**src/hdl/xper_pkg.sv**
```systemverilog
// Constants, field layouts and types shared by the extension peripheral select block.
// Assumes a single 100 MHz clock and a synchronous active-low reset around it.
// Summary of operation
// - Group level breaks ties, three highest, zero lowest.
// - Priority level ranks requests, Fh highest, zero lowest.
// - Enable bit gates each source into arbitration.
// - Request flag bit 7 shows pending, software writable.
// - Port three control uses generic layout, resets zero.
// - First controller off: window external only if both off.
// - Second controller off: window external only if both off.
// - Small RAM enable picks internal or external window.
// - Large RAM enable picks internal or external window.
// - Clock off: external only when both controllers off.
// - Both controllers off: shared window goes external.
// - Selection resets to 05h.
// - Global enable set locks selection against writes.
// - Emulation mode reads every selection bit set.
// - Oscillator stop depends on clock enable and control.
// - Port pins released when their controller is off.

package xper_pkg;

  // Number of interrupt sources; source zero is the port three control.
  localparam int NSRC  = 4;
  localparam int IDX_W = 2;
  localparam int AW    = 18;

  // Register indices; the byte address on the bus is four times the index.
  localparam logic [15:0] XSEL_IDX = 16'hF024;
  localparam logic [15:0] SCFG_IDX = 16'hF202;
  localparam logic [15:0] STAT_IDX = 16'hF200;
  localparam logic [15:0] MASK_IDX = 16'hF201;
  localparam logic [NSRC-1:0][15:0] IC_IDX = {16'hF1A4, 16'hF1A2, 16'hF1A0, 16'hF19E};

  // Bus responses.
  localparam logic [1:0] RESP_OKAY   = 2'h0;
  localparam logic [1:0] RESP_SLVERR = 2'h2;

  // Sticky event bits of the status register.
  localparam int STAT_W   = 3;
  localparam int EV_BLOCK = 0;
  localparam int EV_GRANT = 1;
  localparam int EV_DEAD  = 2;

  // Positions of port four pins four to seven in the release vector.
  localparam int P44 = 0;
  localparam int P45 = 1;
  localparam int P46 = 2;
  localparam int P47 = 3;

  // Address windows of the extension peripherals and RAMs.
  localparam logic [23:0] LRAM_LO = 24'h00C000;
  localparam logic [23:0] LRAM_HI = 24'h00DFFF;
  localparam logic [23:0] SRAM_LO = 24'h00E000;
  localparam logic [23:0] SRAM_HI = 24'h00E7FF;
  localparam logic [23:0] RTC_LO  = 24'h00EC00;
  localparam logic [23:0] RTC_HI  = 24'h00ECFF;
  localparam logic [23:0] BUSB_LO = 24'h00EE00;
  localparam logic [23:0] BUSB_HI = 24'h00EEFF;
  localparam logic [23:0] BUSA_LO = 24'h00EF00;
  localparam logic [23:0] BUSA_HI = 24'h00EFFF;

  // Bus channel states, Gray coded.
  typedef enum logic [1:0] {W_IDLE = 2'h0, W_RESP = 2'h1} wr_state_t;
  typedef enum logic {R_IDLE = 1'h0, R_DATA = 1'h1} rd_state_t;

  // Selection register layout, bit zero at the bottom.
  typedef struct packed {
    logic rtc;
    logic lram;
    logic sram;
    logic bus_b;
    logic bus_a;
  } xsel_t;

  localparam xsel_t XSEL_RESET = 5'h05;

  // Generic interrupt control layout, bit seven at the top.
  typedef struct packed {
    logic       req;
    logic       en;
    logic [3:0] prio;
    logic [1:0] grp;
  } irq_ctrl_t;

  localparam irq_ctrl_t IC_RESET = 8'h00;

  // Where one access is steered.
  typedef struct packed {
    logic ext;
    logic bus_a;
    logic bus_b;
    logic rtc;
    logic sram;
    logic lram;
    logic dead;
  } route_t;

endpackage : xper_pkg

```
**src/hdl/xirq_arbiter.sv**
```systemverilog
// Picks the winning interrupt request among all sources.
// Assumes the control words are registered in the caller.
`timescale 1ns/1ps
`default_nettype none

module xirq_arbiter (
  input  wire logic                                      aclk,
  input  wire logic                                      aresetn,
  input  wire xper_pkg::irq_ctrl_t [xper_pkg::NSRC-1:0]  ctrl,
  output logic                                           valid,
  output logic [xper_pkg::IDX_W-1:0]                     idx,
  output logic [3:0]                                     prio
);

  logic [5:0] best;        // Rank of the current winner, level over group.
  logic       beat_prio;   // Some eligible source has a higher level.
  logic       beat_grp;    // Some eligible source ties level, higher group.

  // Scan sources; a strict compare keeps the lowest index on a full tie.
  always_comb begin
    valid = 1'b0;
    idx   = '0;
    best  = 6'h00;
    for (int i = 0; i < xper_pkg::NSRC; i++) begin
      if (ctrl[i].req && ctrl[i].en &&
          (!valid || {ctrl[i].prio, ctrl[i].grp} > best)) begin
        valid = 1'b1;
        idx   = xper_pkg::IDX_W'(i);
        best  = {ctrl[i].prio, ctrl[i].grp};
      end
    end
    prio = best[5:2];
  end

  // Helper scan that looks for any source that should have beaten the winner.
  always_comb begin
    beat_prio = 1'b0;
    beat_grp  = 1'b0;
    for (int i = 0; i < xper_pkg::NSRC; i++) begin
      if (ctrl[i].req && ctrl[i].en && ctrl[i].prio > prio) begin
        beat_prio = 1'b1;
      end
      if (ctrl[i].req && ctrl[i].en && ctrl[i].prio == prio &&
          ctrl[i].grp > best[1:0]) begin
        beat_grp = 1'b1;
      end
    end
  end
endmodule : xirq_arbiter

`default_nettype wire

```
**src/hdl/xperipheral_select_and_irq_ctrl.sv**
```systemverilog
// Extension peripheral selection, address steering and interrupt control registers.
// Assumes an AXI4-Lite master on aclk and synchronous, registered access requests.
//
// Decided for this implementation: the AXI4-Lite register port.
`timescale 1ns/1ps
`default_nettype none

module xperipheral_select_and_irq_ctrl (
  input  wire logic                            aclk,
  input  wire logic                            aresetn,
  // AXI4-Lite slave.
  input  wire logic                            awvalid,
  output logic                                 awready,
  input  wire logic [xper_pkg::AW-1:0]         awaddr,
  input  wire logic                            wvalid,
  output logic                                 wready,
  input  wire logic [31:0]                     wdata,
  input  wire logic [3:0]                      wstrb,
  output logic                                 bvalid,
  input  wire logic                            bready,
  output logic [1:0]                           bresp,
  input  wire logic                            arvalid,
  output logic                                 arready,
  input  wire logic [xper_pkg::AW-1:0]         araddr,
  output logic                                 rvalid,
  input  wire logic                            rready,
  output logic [31:0]                          rdata,
  output logic [1:0]                           rresp,
  // System side.
  input  wire logic                            emu_mode,
  input  wire logic                            power_down_entry,
  input  wire logic                            rtc_osc_off_select,
  input  wire logic                            xacc_valid,
  input  wire logic [23:0]                     xacc_addr,
  input  wire logic [xper_pkg::NSRC-1:0]       irq_event,
  input  wire logic                            irq_ack,
  output xper_pkg::xsel_t                      xsel_eff,
  output logic                                 global_xper_enable,
  output logic                                 route_valid,
  output xper_pkg::route_t                     route,
  output logic [3:0]                           gpio_release,
  output logic                                 rtc_osc_stop,
  output logic                                 grant_valid,
  output logic [xper_pkg::IDX_W-1:0]           grant_idx,
  output logic [3:0]                           grant_prio,
  output logic                                 irq_out
);

  // Whole state of the block.
  typedef struct packed {
    xper_pkg::wr_state_t                     wst;
    logic                                    aw_got;
    logic                                    w_got;
    logic [15:0]                             awidx;
    logic [15:0]                             wdat;
    logic [1:0]                              wstb;
    logic [1:0]                              bresp;
    xper_pkg::rd_state_t                     rst;
    logic [15:0]                             rdat;
    logic [1:0]                              rresp;
    xper_pkg::xsel_t                         xsel;
    xper_pkg::xsel_t                         eff;
    logic                                    scfg;
    xper_pkg::irq_ctrl_t [xper_pkg::NSRC-1:0] ic;
    logic [xper_pkg::STAT_W-1:0]             stat;
    logic [xper_pkg::STAT_W-1:0]             mask;
    logic                                    route_v;
    xper_pkg::route_t                        route;
    logic [3:0]                              gpio;
    logic                                    osc_stop;
    logic                                    gnt_v;
    logic [xper_pkg::IDX_W-1:0]              gnt_idx;
    logic [3:0]                              gnt_prio;
  } st_t;

  st_t q;                                      // Registered state.
  st_t d;                                      // Next state.
  logic [xper_pkg::STAT_W-1:0] ev;             // Events raised this cycle.
  logic [15:0]                 ridx;           // Read register index.
  logic                        whit;           // Write landed on a register.
  xper_pkg::route_t            r;              // Steering of the current access.
  logic                        arb_v;          // Arbiter has a winner.
  logic [xper_pkg::IDX_W-1:0]  arb_idx;        // Winning source.
  logic [3:0]                  arb_prio;       // Winning level.
  logic [xper_pkg::NSRC-1:0]   reqv;           // Request flags, for checking.

  // Window hits of the incoming access.
  logic in_a;
  logic in_b;
  logic in_rtc;
  logic in_s;
  logic in_l;
  assign in_a   = xacc_addr >= xper_pkg::BUSA_LO && xacc_addr <= xper_pkg::BUSA_HI;
  assign in_b   = xacc_addr >= xper_pkg::BUSB_LO && xacc_addr <= xper_pkg::BUSB_HI;
  assign in_rtc = xacc_addr >= xper_pkg::RTC_LO && xacc_addr <= xper_pkg::RTC_HI;
  assign in_s   = xacc_addr >= xper_pkg::SRAM_LO && xacc_addr <= xper_pkg::SRAM_HI;
  assign in_l   = xacc_addr >= xper_pkg::LRAM_LO && xacc_addr <= xper_pkg::LRAM_HI;

  // The arbiter looks at registered control words only.
  xirq_arbiter u_arb (
    .aclk    (aclk),
    .aresetn (aresetn),
    .ctrl    (q.ic),
    .valid   (arb_v),
    .idx     (arb_idx),
    .prio    (arb_prio)
  );

  // Next-state logic: bus writes first, hardware events last so a set wins a clear.
  always_comb begin
    d    = q;
    ev   = '0;
    whit = 1'b0;
    r    = '0;
    ridx = araddr[xper_pkg::AW-1:2];

    // Address and data are taken in either order and held until both are here.
    if (awvalid && awready) begin
      d.aw_got = 1'b1;
      d.awidx  = awaddr[xper_pkg::AW-1:2];
    end
    if (wvalid && wready) begin
      d.w_got = 1'b1;
      d.wdat  = wdata[15:0];
      d.wstb  = wstrb[1:0];
    end

    // Write channel.
    case (q.wst)
      xper_pkg::W_IDLE: begin
        if (q.aw_got && q.w_got) begin
          d.wst = xper_pkg::W_RESP;
          if (q.awidx == xper_pkg::XSEL_IDX) begin
            whit = 1'b1;
            if (q.wstb[0] && q.scfg) begin
              ev[xper_pkg::EV_BLOCK] = 1'b1;
            end else if (q.wstb[0]) begin
              d.xsel = xper_pkg::xsel_t'(q.wdat[4:0]);
            end
          end
          if (q.awidx == xper_pkg::SCFG_IDX) begin
            whit = 1'b1;
            if (q.wstb[0]) begin
              d.scfg = q.wdat[0];
            end
          end
          if (q.awidx == xper_pkg::STAT_IDX) begin
            whit = 1'b1;
            if (q.wstb[0]) begin
              d.stat = q.stat & ~q.wdat[xper_pkg::STAT_W-1:0];
            end
          end
          if (q.awidx == xper_pkg::MASK_IDX) begin
            whit = 1'b1;
            if (q.wstb[0]) begin
              d.mask = q.wdat[xper_pkg::STAT_W-1:0];
            end
          end
          // The upper byte of every control word is unused and dropped.
          for (int i = 0; i < xper_pkg::NSRC; i++) begin
            if (q.awidx == xper_pkg::IC_IDX[i]) begin
              whit = 1'b1;
              if (q.wstb[0]) begin
                d.ic[i] = xper_pkg::irq_ctrl_t'(q.wdat[7:0]);
              end
            end
          end
          d.bresp = whit ? xper_pkg::RESP_OKAY : xper_pkg::RESP_SLVERR;
        end
      end
      xper_pkg::W_RESP: begin
        if (bready) begin
          d.wst    = xper_pkg::W_IDLE;
          d.aw_got = 1'b0;
          d.w_got  = 1'b0;
        end
      end
      default: begin
        d.wst = xper_pkg::W_IDLE;
      end
    endcase

    // Read channel; data is sampled when the address is taken.
    case (q.rst)
      xper_pkg::R_IDLE: begin
        if (arvalid) begin
          d.rst   = xper_pkg::R_DATA;
          d.rdat  = 16'h0000;
          d.rresp = xper_pkg::RESP_OKAY;
          if (ridx == xper_pkg::XSEL_IDX) begin
            d.rdat = 16'(q.eff);
          end else if (ridx == xper_pkg::SCFG_IDX) begin
            d.rdat = 16'(q.scfg);
          end else if (ridx == xper_pkg::STAT_IDX) begin
            d.rdat = 16'(q.stat);
          end else if (ridx == xper_pkg::MASK_IDX) begin
            d.rdat = 16'(q.mask);
          end else begin
            d.rresp = xper_pkg::RESP_SLVERR;
          end
          for (int i = 0; i < xper_pkg::NSRC; i++) begin
            if (ridx == xper_pkg::IC_IDX[i]) begin
              d.rdat  = 16'(q.ic[i]);
              d.rresp = xper_pkg::RESP_OKAY;
            end
          end
        end
      end
      xper_pkg::R_DATA: begin
        if (rready) begin
          d.rst = xper_pkg::R_IDLE;
        end
      end
      default: begin
        d.rst = xper_pkg::R_IDLE;
      end
    endcase

    // Request flags: acknowledge clears the granted one, a new event sets it.
    for (int i = 0; i < xper_pkg::NSRC; i++) begin
      if (irq_ack && q.gnt_v && q.gnt_idx == xper_pkg::IDX_W'(i)) begin
        d.ic[i].req = 1'b0;
      end
      if (irq_event[i]) begin
        d.ic[i].req = 1'b1;
      end
    end

    // Steering; a blocked window is answered by nobody, so no peripheral sees it.
    if (in_a) begin
      r.bus_a = q.eff.bus_a;
      r.ext   = !q.eff.bus_a && !q.eff.bus_b;
      r.dead  = !q.eff.bus_a && q.eff.bus_b;
    end else if (in_b) begin
      r.bus_b = q.eff.bus_b;
      r.ext   = !q.eff.bus_b && !q.eff.bus_a;
      r.dead  = !q.eff.bus_b && q.eff.bus_a;
    end else if (in_rtc) begin
      r.rtc  = q.eff.rtc;
      r.ext  = !q.eff.rtc && !q.eff.bus_a && !q.eff.bus_b;
      r.dead = !q.eff.rtc && (q.eff.bus_a || q.eff.bus_b);
    end else if (in_s) begin
      r.sram = q.eff.sram;
      r.ext  = !q.eff.sram;
    end else if (in_l) begin
      r.lram = q.eff.lram;
      r.ext  = !q.eff.lram;
    end
    d.route_v = xacc_valid;
    d.route   = xacc_valid ? r : '0;
    ev[xper_pkg::EV_DEAD] = xacc_valid && r.dead;

    // Grant pipeline stage and its arrival event.
    d.gnt_v    = arb_v;
    d.gnt_idx  = arb_idx;
    d.gnt_prio = arb_prio;
    ev[xper_pkg::EV_GRANT] = arb_v && !q.gnt_v;

    // Sticky status; a new event beats a clear in the same cycle.
    d.stat = d.stat | ev;

    // Emulation forces every selection bit; the stored value is kept underneath.
    d.eff = emu_mode ? xper_pkg::xsel_t'(5'h1F) : d.xsel;

    // Pins follow the controller that owns them.
    d.gpio[xper_pkg::P44] = !d.eff.bus_b;
    d.gpio[xper_pkg::P47] = !d.eff.bus_b;
    d.gpio[xper_pkg::P45] = !d.eff.bus_a;
    d.gpio[xper_pkg::P46] = !d.eff.bus_a;

    // At power-down entry the oscillator always stops with the clock off, else the control bit decides.
    d.osc_stop = power_down_entry && (!d.eff.rtc || rtc_osc_off_select);
  end

  // State register with synchronous reset.
  always_ff @(posedge aclk) begin
    if (!aresetn) begin
      q      <= '0;
      q.xsel <= xper_pkg::XSEL_RESET;
      q.eff  <= xper_pkg::XSEL_RESET;
      q.ic   <= {xper_pkg::NSRC{xper_pkg::IC_RESET}};
      q.gpio <= 4'h9;
    end else begin
      q <= d;
    end
  end

  // Outputs.
  assign awready            = q.wst == xper_pkg::W_IDLE && !q.aw_got;
  assign wready             = q.wst == xper_pkg::W_IDLE && !q.w_got;
  assign bvalid             = q.wst == xper_pkg::W_RESP;
  assign bresp              = q.bresp;
  assign arready            = q.rst == xper_pkg::R_IDLE;
  assign rvalid             = q.rst == xper_pkg::R_DATA;
  assign rdata              = {16'h0000, q.rdat};
  assign rresp              = q.rresp;
  assign xsel_eff           = q.eff;
  assign global_xper_enable = q.scfg;
  assign route_valid        = q.route_v;
  assign route              = q.route;
  assign gpio_release       = q.gpio;
  assign rtc_osc_stop       = q.osc_stop;
  assign grant_valid        = q.gnt_v;
  assign grant_idx          = q.gnt_idx;
  assign grant_prio         = q.gnt_prio;
  assign irq_out            = |(q.stat & q.mask);

  // Checks.
  always_comb begin
    for (int i = 0; i < xper_pkg::NSRC; i++) begin
      reqv[i] = q.ic[i].req;
    end
  end
endmodule : xperipheral_select_and_irq_ctrl

`default_nettype wire

```
**config.mk**
```make
export PLATFORM = sky130hd
export DESIGN_NAME = xperipheral_select_and_irq_ctrl
export DESIGN_NICKNAME = d
export VERILOG_FILES = /design/src/hdl/xper_pkg.sv /design/src/hdl/xirq_arbiter.sv /design/src/hdl/xperipheral_select_and_irq_ctrl.sv
export SDC_FILE = /design/constraint.sdc
export NUM_CORES = 1
export LEC_CHECK = 0
export ABC_AREA = 1
export BUFFER_PORTS_ARGS = -buffer_cell sky130_fd_sc_hd__buf_2
export CELL_PAD_IN_SITES_DETAIL_PLACEMENT = 1
export CELL_PAD_IN_SITES_GLOBAL_PLACEMENT = 1
export CORE_AREA = 3 3 134 136
export DETAILED_ROUTE_END_ITERATION = 7
export DIE_AREA = 0 0 137 139
export PLACE_DENSITY = 0.84
export SLEW_MARGIN = 15
export SYNTH_ARGS = -nofsm -noshare
export SYNTH_HDL_FRONTEND = slang
export SYNTH_SLANG_ARGS = --single-unit
```
**constraint.sdc**
```tcl
create_clock -name aclk -period 10.8 [get_ports aclk]
set_input_delay 1.08 -clock aclk [delete_from_list [all_inputs] [get_ports aclk]]
set_output_delay 1.08 -clock aclk [all_outputs]
set_load 0.05 [all_outputs]
```
## Word-level counts from Yosys, hierarchy flattened

Cells that the tools add are included.

- Shifts and indexed selects: 0
- $lt $le $gt $ge: 13
- Multiplexer cells: 83
- $add $sub $neg: 0
- Reduce and logical (&&, ||, !) cells: 90
- Equality and inequality tests: 22
- $mul: 0
- Bitwise gates (word level): 11
- Divide/modulo/power cells: 0

Operators by type and width:

| cell | count |
|---|---|
| $eq 16x16->1 const B | 16 |
| $ge 24x16->1 const B | 5 |
| $le 24x16->1 const B | 5 |
| $mux 38 | 2 |
| $mux 18 | 4 |
| $mux 8 | 8 |
| $reduce_bool 3->1 | 16 |
| $reduce_and 4->1 | 10 |
| $mux 1 | 38 |
| $logic_and 1x1->1 | 32 |
| $mux 5 | 6 |
| $mux 6 | 4 |
| $mux 3 | 7 |
| $mux 19 | 1 |
| $gt 6x6->1 | 3 |
| $mux 2 | 9 |
| $mux 16 | 1 |
| $logic_not 1->1 | 14 |
| $reduce_and 2->1 | 4 |
| $not 1->1 | 7 |
| $reduce_or 7->1 | 1 |
| $and 3x3->3 | 2 |
| $reduce_or 6->1 | 1 |
| $logic_or 1x1->1 | 5 |
| other kinds (15) | 18 |

- Flip-flop bits (word level): 119
- Memory bits (read-only): 0
- RAM bits: 0
- Input bits: 112
- Memories kept: 0
- Bits in latches: 0
- Output and inout bits: 68

## Longest topological paths before layout

- Depth after elaboration: 16
- Gate-level depth with buffers: 36

## Modules after synthesis

A second synthesis with hierarchy kept.

- Cells, all modules: 872
- Area total of the unflattened synthesis: 5,959.5 um^2

By module, submodules not included:

| module | area each (um^2) | cells an instance | instances |
|---|---|---|---|
| xperipheral_select_and_irq_ctrl | 5,144.9 | 723 | 1 |
| xirq_arbiter | 814.5 | 149 | 1 |

## Least setup slack after synthesis

Ideal clock, no wire load.

- Kind: reg-to-reg
- Start: register q[33] (netlist bit)
- End: register q, in the netlist grant_prio[0]
- Data required time: 10.691 ns
- Cell stages (with the launch flop): 35
- Path slack: 6.546 ns
- Library setup time: 0.109 ns
- Data arrival time: 4.145 ns
- Cell sequence: dfxtp_1 nand2_1 inv_1 nand2_1 ha_1 nand2_1 nor2_1 o21ai_0 nand2_1 o21ai_0 nand2_1 nand2_1 o21ai_0 ha_1 inv_1 nor2_1 o21ai_0 nand2_1 o21ai_0 o21ai_0 nand2_1 buf_2 a31oi_1 ha_1 nand2_1 nor2_1 o21ai_0 o211ai_1 nand2_1 nand2_1 nand2_1 o21ai_0 inv_1 nand2_1 inv_1

- Longest elaborated chain between the ends: 14

Ends and longest elaborated chain:

| item | RTL line | source |
|---|---|---|
| from (decl) | xperipheral_select_and_irq_ctrl.sv:76 | `st_t q;` |
| $logic_and 1x1->1 (*) | -- |  |
| $mux 6 or $mux 1 (tied branches) | xirq_arbiter.sv:25 | `if (ctrl[i].req && ctrl[i].en &&` |
| $gt 6x6->1 or $logic_not 1->1 (tied branches) | xirq_arbiter.sv:26 | `(!valid \|\| {ctrl[i].prio, ctrl[i].grp} > best)) begin` |
| $logic_or 1x1->1 | xirq_arbiter.sv:26 |  |
| $logic_and 1x1->1 | xirq_arbiter.sv:25 |  |
| $mux 6 or $mux 1 (tied branches) | xirq_arbiter.sv:25 |  |
| $gt 6x6->1 or $logic_not 1->1 (tied branches) | xirq_arbiter.sv:26 |  |
| $logic_or 1x1->1 | xirq_arbiter.sv:26 |  |
| $logic_and 1x1->1 | xirq_arbiter.sv:25 |  |
| $mux 6 or $mux 1 (tied branches) | xirq_arbiter.sv:25 |  |
| $gt 6x6->1 or $logic_not 1->1 (tied branches) | xirq_arbiter.sv:26 |  |
| $logic_or 1x1->1 | xirq_arbiter.sv:26 |  |
| $logic_and 1x1->1 | xirq_arbiter.sv:25 |  |
| $mux 6 (*) | xirq_arbiter.sv:25 |  |

Mark *: on every way between the ends. The rest lies on a longest branch, timed or not.
A chain may end at the register's enable or synchronous reset.

## Worst setup path after layout

- Start: register q[32] (netlist bit)
- End: register q, in the netlist grant_prio[0]

Same word-level chain as after synthesis.

==> impl_metrics.tcl <==
set metrics [dict create \
    cpMaxStageDelayCell "nand2_1" \
    die_x_um 137 \
    path_clk_slew_ns 0.07 \
    postSynthCellCount 852 \
    reg2reg_depth 33 \
    final_util_pct 39.09 \
    fillerInstances 2244 \
    crit_family "simple AND/OR/NAND/NOR gates" \
    vias 5676 \
    tns_ns 0 \
    status "finished, final reports clean" \
    cts_setup_buffers 0 \
    cap_viol_max_count 0 \
    dpl.cell_count 1141 \
    drc 0 \
    worst-path-buf-inv 4 \
    arrival_ns 6.00 \
    viasPerCell 4.906 \
    reg2reg_slack_ns 5.05 \
    cts_tree "built" \
    htreeDepth 3 \
    core_area_um2 17060 \
    yosysUniqueCellTypes 45 \
    pre_cts_ws_ns 5.197 \
    numPortBuffers 114 \
    grt_pass1_vias 5736 \
    ys_seq_area_share_pct 35.93 \
    place_congestion 0.8990 \
    design.portCount 180 \
    hold_ws_ns 0.4683 \
    drive_above_1_share_pct 17.17 \
    min_period_ns 5.752 \
    crit_path_end "grant_prio[0]$_SDFF_PN0_" \
    grt_max_degree 60 \
    fin_cells 1157 \
    syn2layout_area_growth_pct 12.90 \
    finalPower_mw 0.9004 \
    ys_ff_latch 106 \
    finish.net_count 1057 \
    ir_drop_mv 0.08116 \
    grt_pass1_wl_um 28790 \
    timing.final.ws_setup_ns 5.048 \
    place_area_um2 6332 \
    avgRoutedWirePerCell_um 15.38 \
    clock_skew_ns 0.01205 \
    rsz0062_at_grt "no" \
    rows 48 \
    fmax_mhz 173.9 \
    r2r-start "q[32]$_SDFFE_PN0P_" \
    design_area_um2 6668 \
    syn_area_um2 5906 \
    start_kind "flip-flop" \
    crit_top_cell "nand2_1" \
    num_antenna_cells 0 \
    cts_buffers 9 \
    cp-startpoint "q[32]$_SDFFE_PN0P_" \
    antenna_left 0 \
    cts_resized 0 \
    clock-sinks 106 \
    dp_hpwl_um 13740 \
    dieArea_um2 19040 \
    drtPass1Iterations 4 \
    min_period_over_period_pct 53.25 \
    antenna_found_initial 0 \
    finalSetupViolations 0 \
    drt_wl_total_um 17800 \
    maxSlewHeadroom_pct 48.62 \
    start_util_pct 34.62 \
    worstPathRequired_ns 11.05 \
    end_kind "flip-flop" \
    crit_fanout 18 \
    worst_pin_slew_ns 0.7690 \
    cts-root-buf "clkbuf_16" \
    grt-ovfl-total 0 \
    slowest_delay_ns 0.48 \
    cellLeakagePower_nw 3.128 \
    clk_latency_ns 0.36 \
    synth.avg_cell_area_um2 6.932 \
    ys_warn_count 0 \
    ys.flop_type "dfxtp_1" \
    synthArstFlopShare_pct 0 \
    power_density_nw_per_um2 135.0 \
    fp.dieH_um 139 \
    drt_iter0_drc 277 \
    grt_util_all_layers_pct 18.85 \
    r2r_end "grant_prio[0]$_SDFF_PN0_" \
    cts_buffer_depth 2 \
    cp_num_cells 33 \
    critPathKind "reg2reg" \
    synth-edff-count 0 \
    cts_hold_buf 0 \
    slew_violations 0 \
    final_hold_viol_count 0 \
    worst_hold_path_type "reg2reg" \
]
synth_stat cells (4+ instances only):
cell        n  area share (%)
nor2_1     84             5.3
nor2_2      6            0.64
nand4_1    19             2.0
inv_2       4            0.25
nand2_1   150             9.5
ha_1       18             3.8
dfxtp_1   106              36
nand3b_1    5            0.64
inv_1     120             7.6
nand3_1    42             3.6
nor4_1      4            0.42
a21oi_1    74             6.3
nand2_2     5            0.53
clkbuf_1   14            0.89
a31oi_1     4            0.42
buf_4      59             7.5
o21ai_0    75             6.4
nor3_1     13             1.1
o211ai_1    5            0.64
a211oi_1    4            0.51
cell families (layout without fill, tap and decap cells):
logic type	after synthesis	count (layout)	synth area share [%]
and+or+nand+nor	346	346	26.91
buffers and inverters	202	257	16.99
AOI/OAI and AO/OA	179	179	16.29
DFF	106	106	35.93
adders and majority gates	18	18	3.814
other	1	26	0.06350
report_power, final:
group	switching [mW]	internal (mW)
sequential	0.0142	0.404
combinational	0.0843	0.0282
clock	0.162	0.208
total	0.260	0.640
tightest hold or removal path, stage by stage (launching register included):
cell and delay (ns):
dfxtp_1 0.32, inv_1 0.05, a21oi_1 0.05
final cells by class:
type                            count  area [um2]  share of cell area [%]
Clock buffer                        9       225.2                   3.378
Clock inverter                      7       110.1                   1.651
Tap cell                          225       281.5                   4.222
Sequential cell                   106        2122                   31.83
Multi-Input combinational cell    569        2874                   43.10
Inverter                          125       469.2                   7.037
Timing Repair Buffer              116       585.6                   8.782
how the worst min path moves through the flow:
stage                                  endpoint  slack, ns  cells after the start                   from
final                        q[40]$_SDFFE_PN0P_       0.47                      2     q[40]$_SDFFE_PN0P_
after global routing      rresp[1]$_SDFFE_PN0P_       0.48                      2  rresp[1]$_SDFFE_PN0P_
after CTS                 rdata[6]$_SDFFE_PN0P_       0.47                      2  rdata[6]$_SDFFE_PN0P_
after detailed placement       q[66]$_SDFF_PN1_       0.45                      2       q[66]$_SDFF_PN1_
after global placement         q[66]$_SDFF_PN1_       0.45                      2       q[66]$_SDFF_PN1_
after floorplan                q[66]$_SDFF_PN1_       0.43                      2       q[66]$_SDFF_PN1_
layer usage:
layer  up-vias  track usage (%)  wire, um  part of all wire [%]
li1       2856                -         -                     -
met1      2670            25.35      8191                    46
met4         0            5.725       298                   1.7
met2       131            30.88      8382                    47
met5         -                0         0                     0
met3        19            3.084       926                   5.2
state kept, by name (all words and copies together) (netlist names), 2 cells and up:
| signal | count |
|---|---|
| gpio_release | 2 |
| grant_idx | 2 |
| grant_prio | 4 |
| q | 71 |
| rdata | 8 |
| route | 7 |
| xsel_eff | 5 |
cells in the final DEF, fill, tap and decap left out, drive strengths merged, types with 5 or more instances in the layout:
cell type / count
a21oi: 75
buf: 116
clkbuf: 9
conb: 26
dfxtp: 106
ha: 18
inv: 126
nand2: 155
nand3: 44
nand3b: 5
nand4: 20
nor2: 92
nor3: 15
nor4: 6
o211ai: 5
o21ai: 78
(Power assumes the default switching activity.)
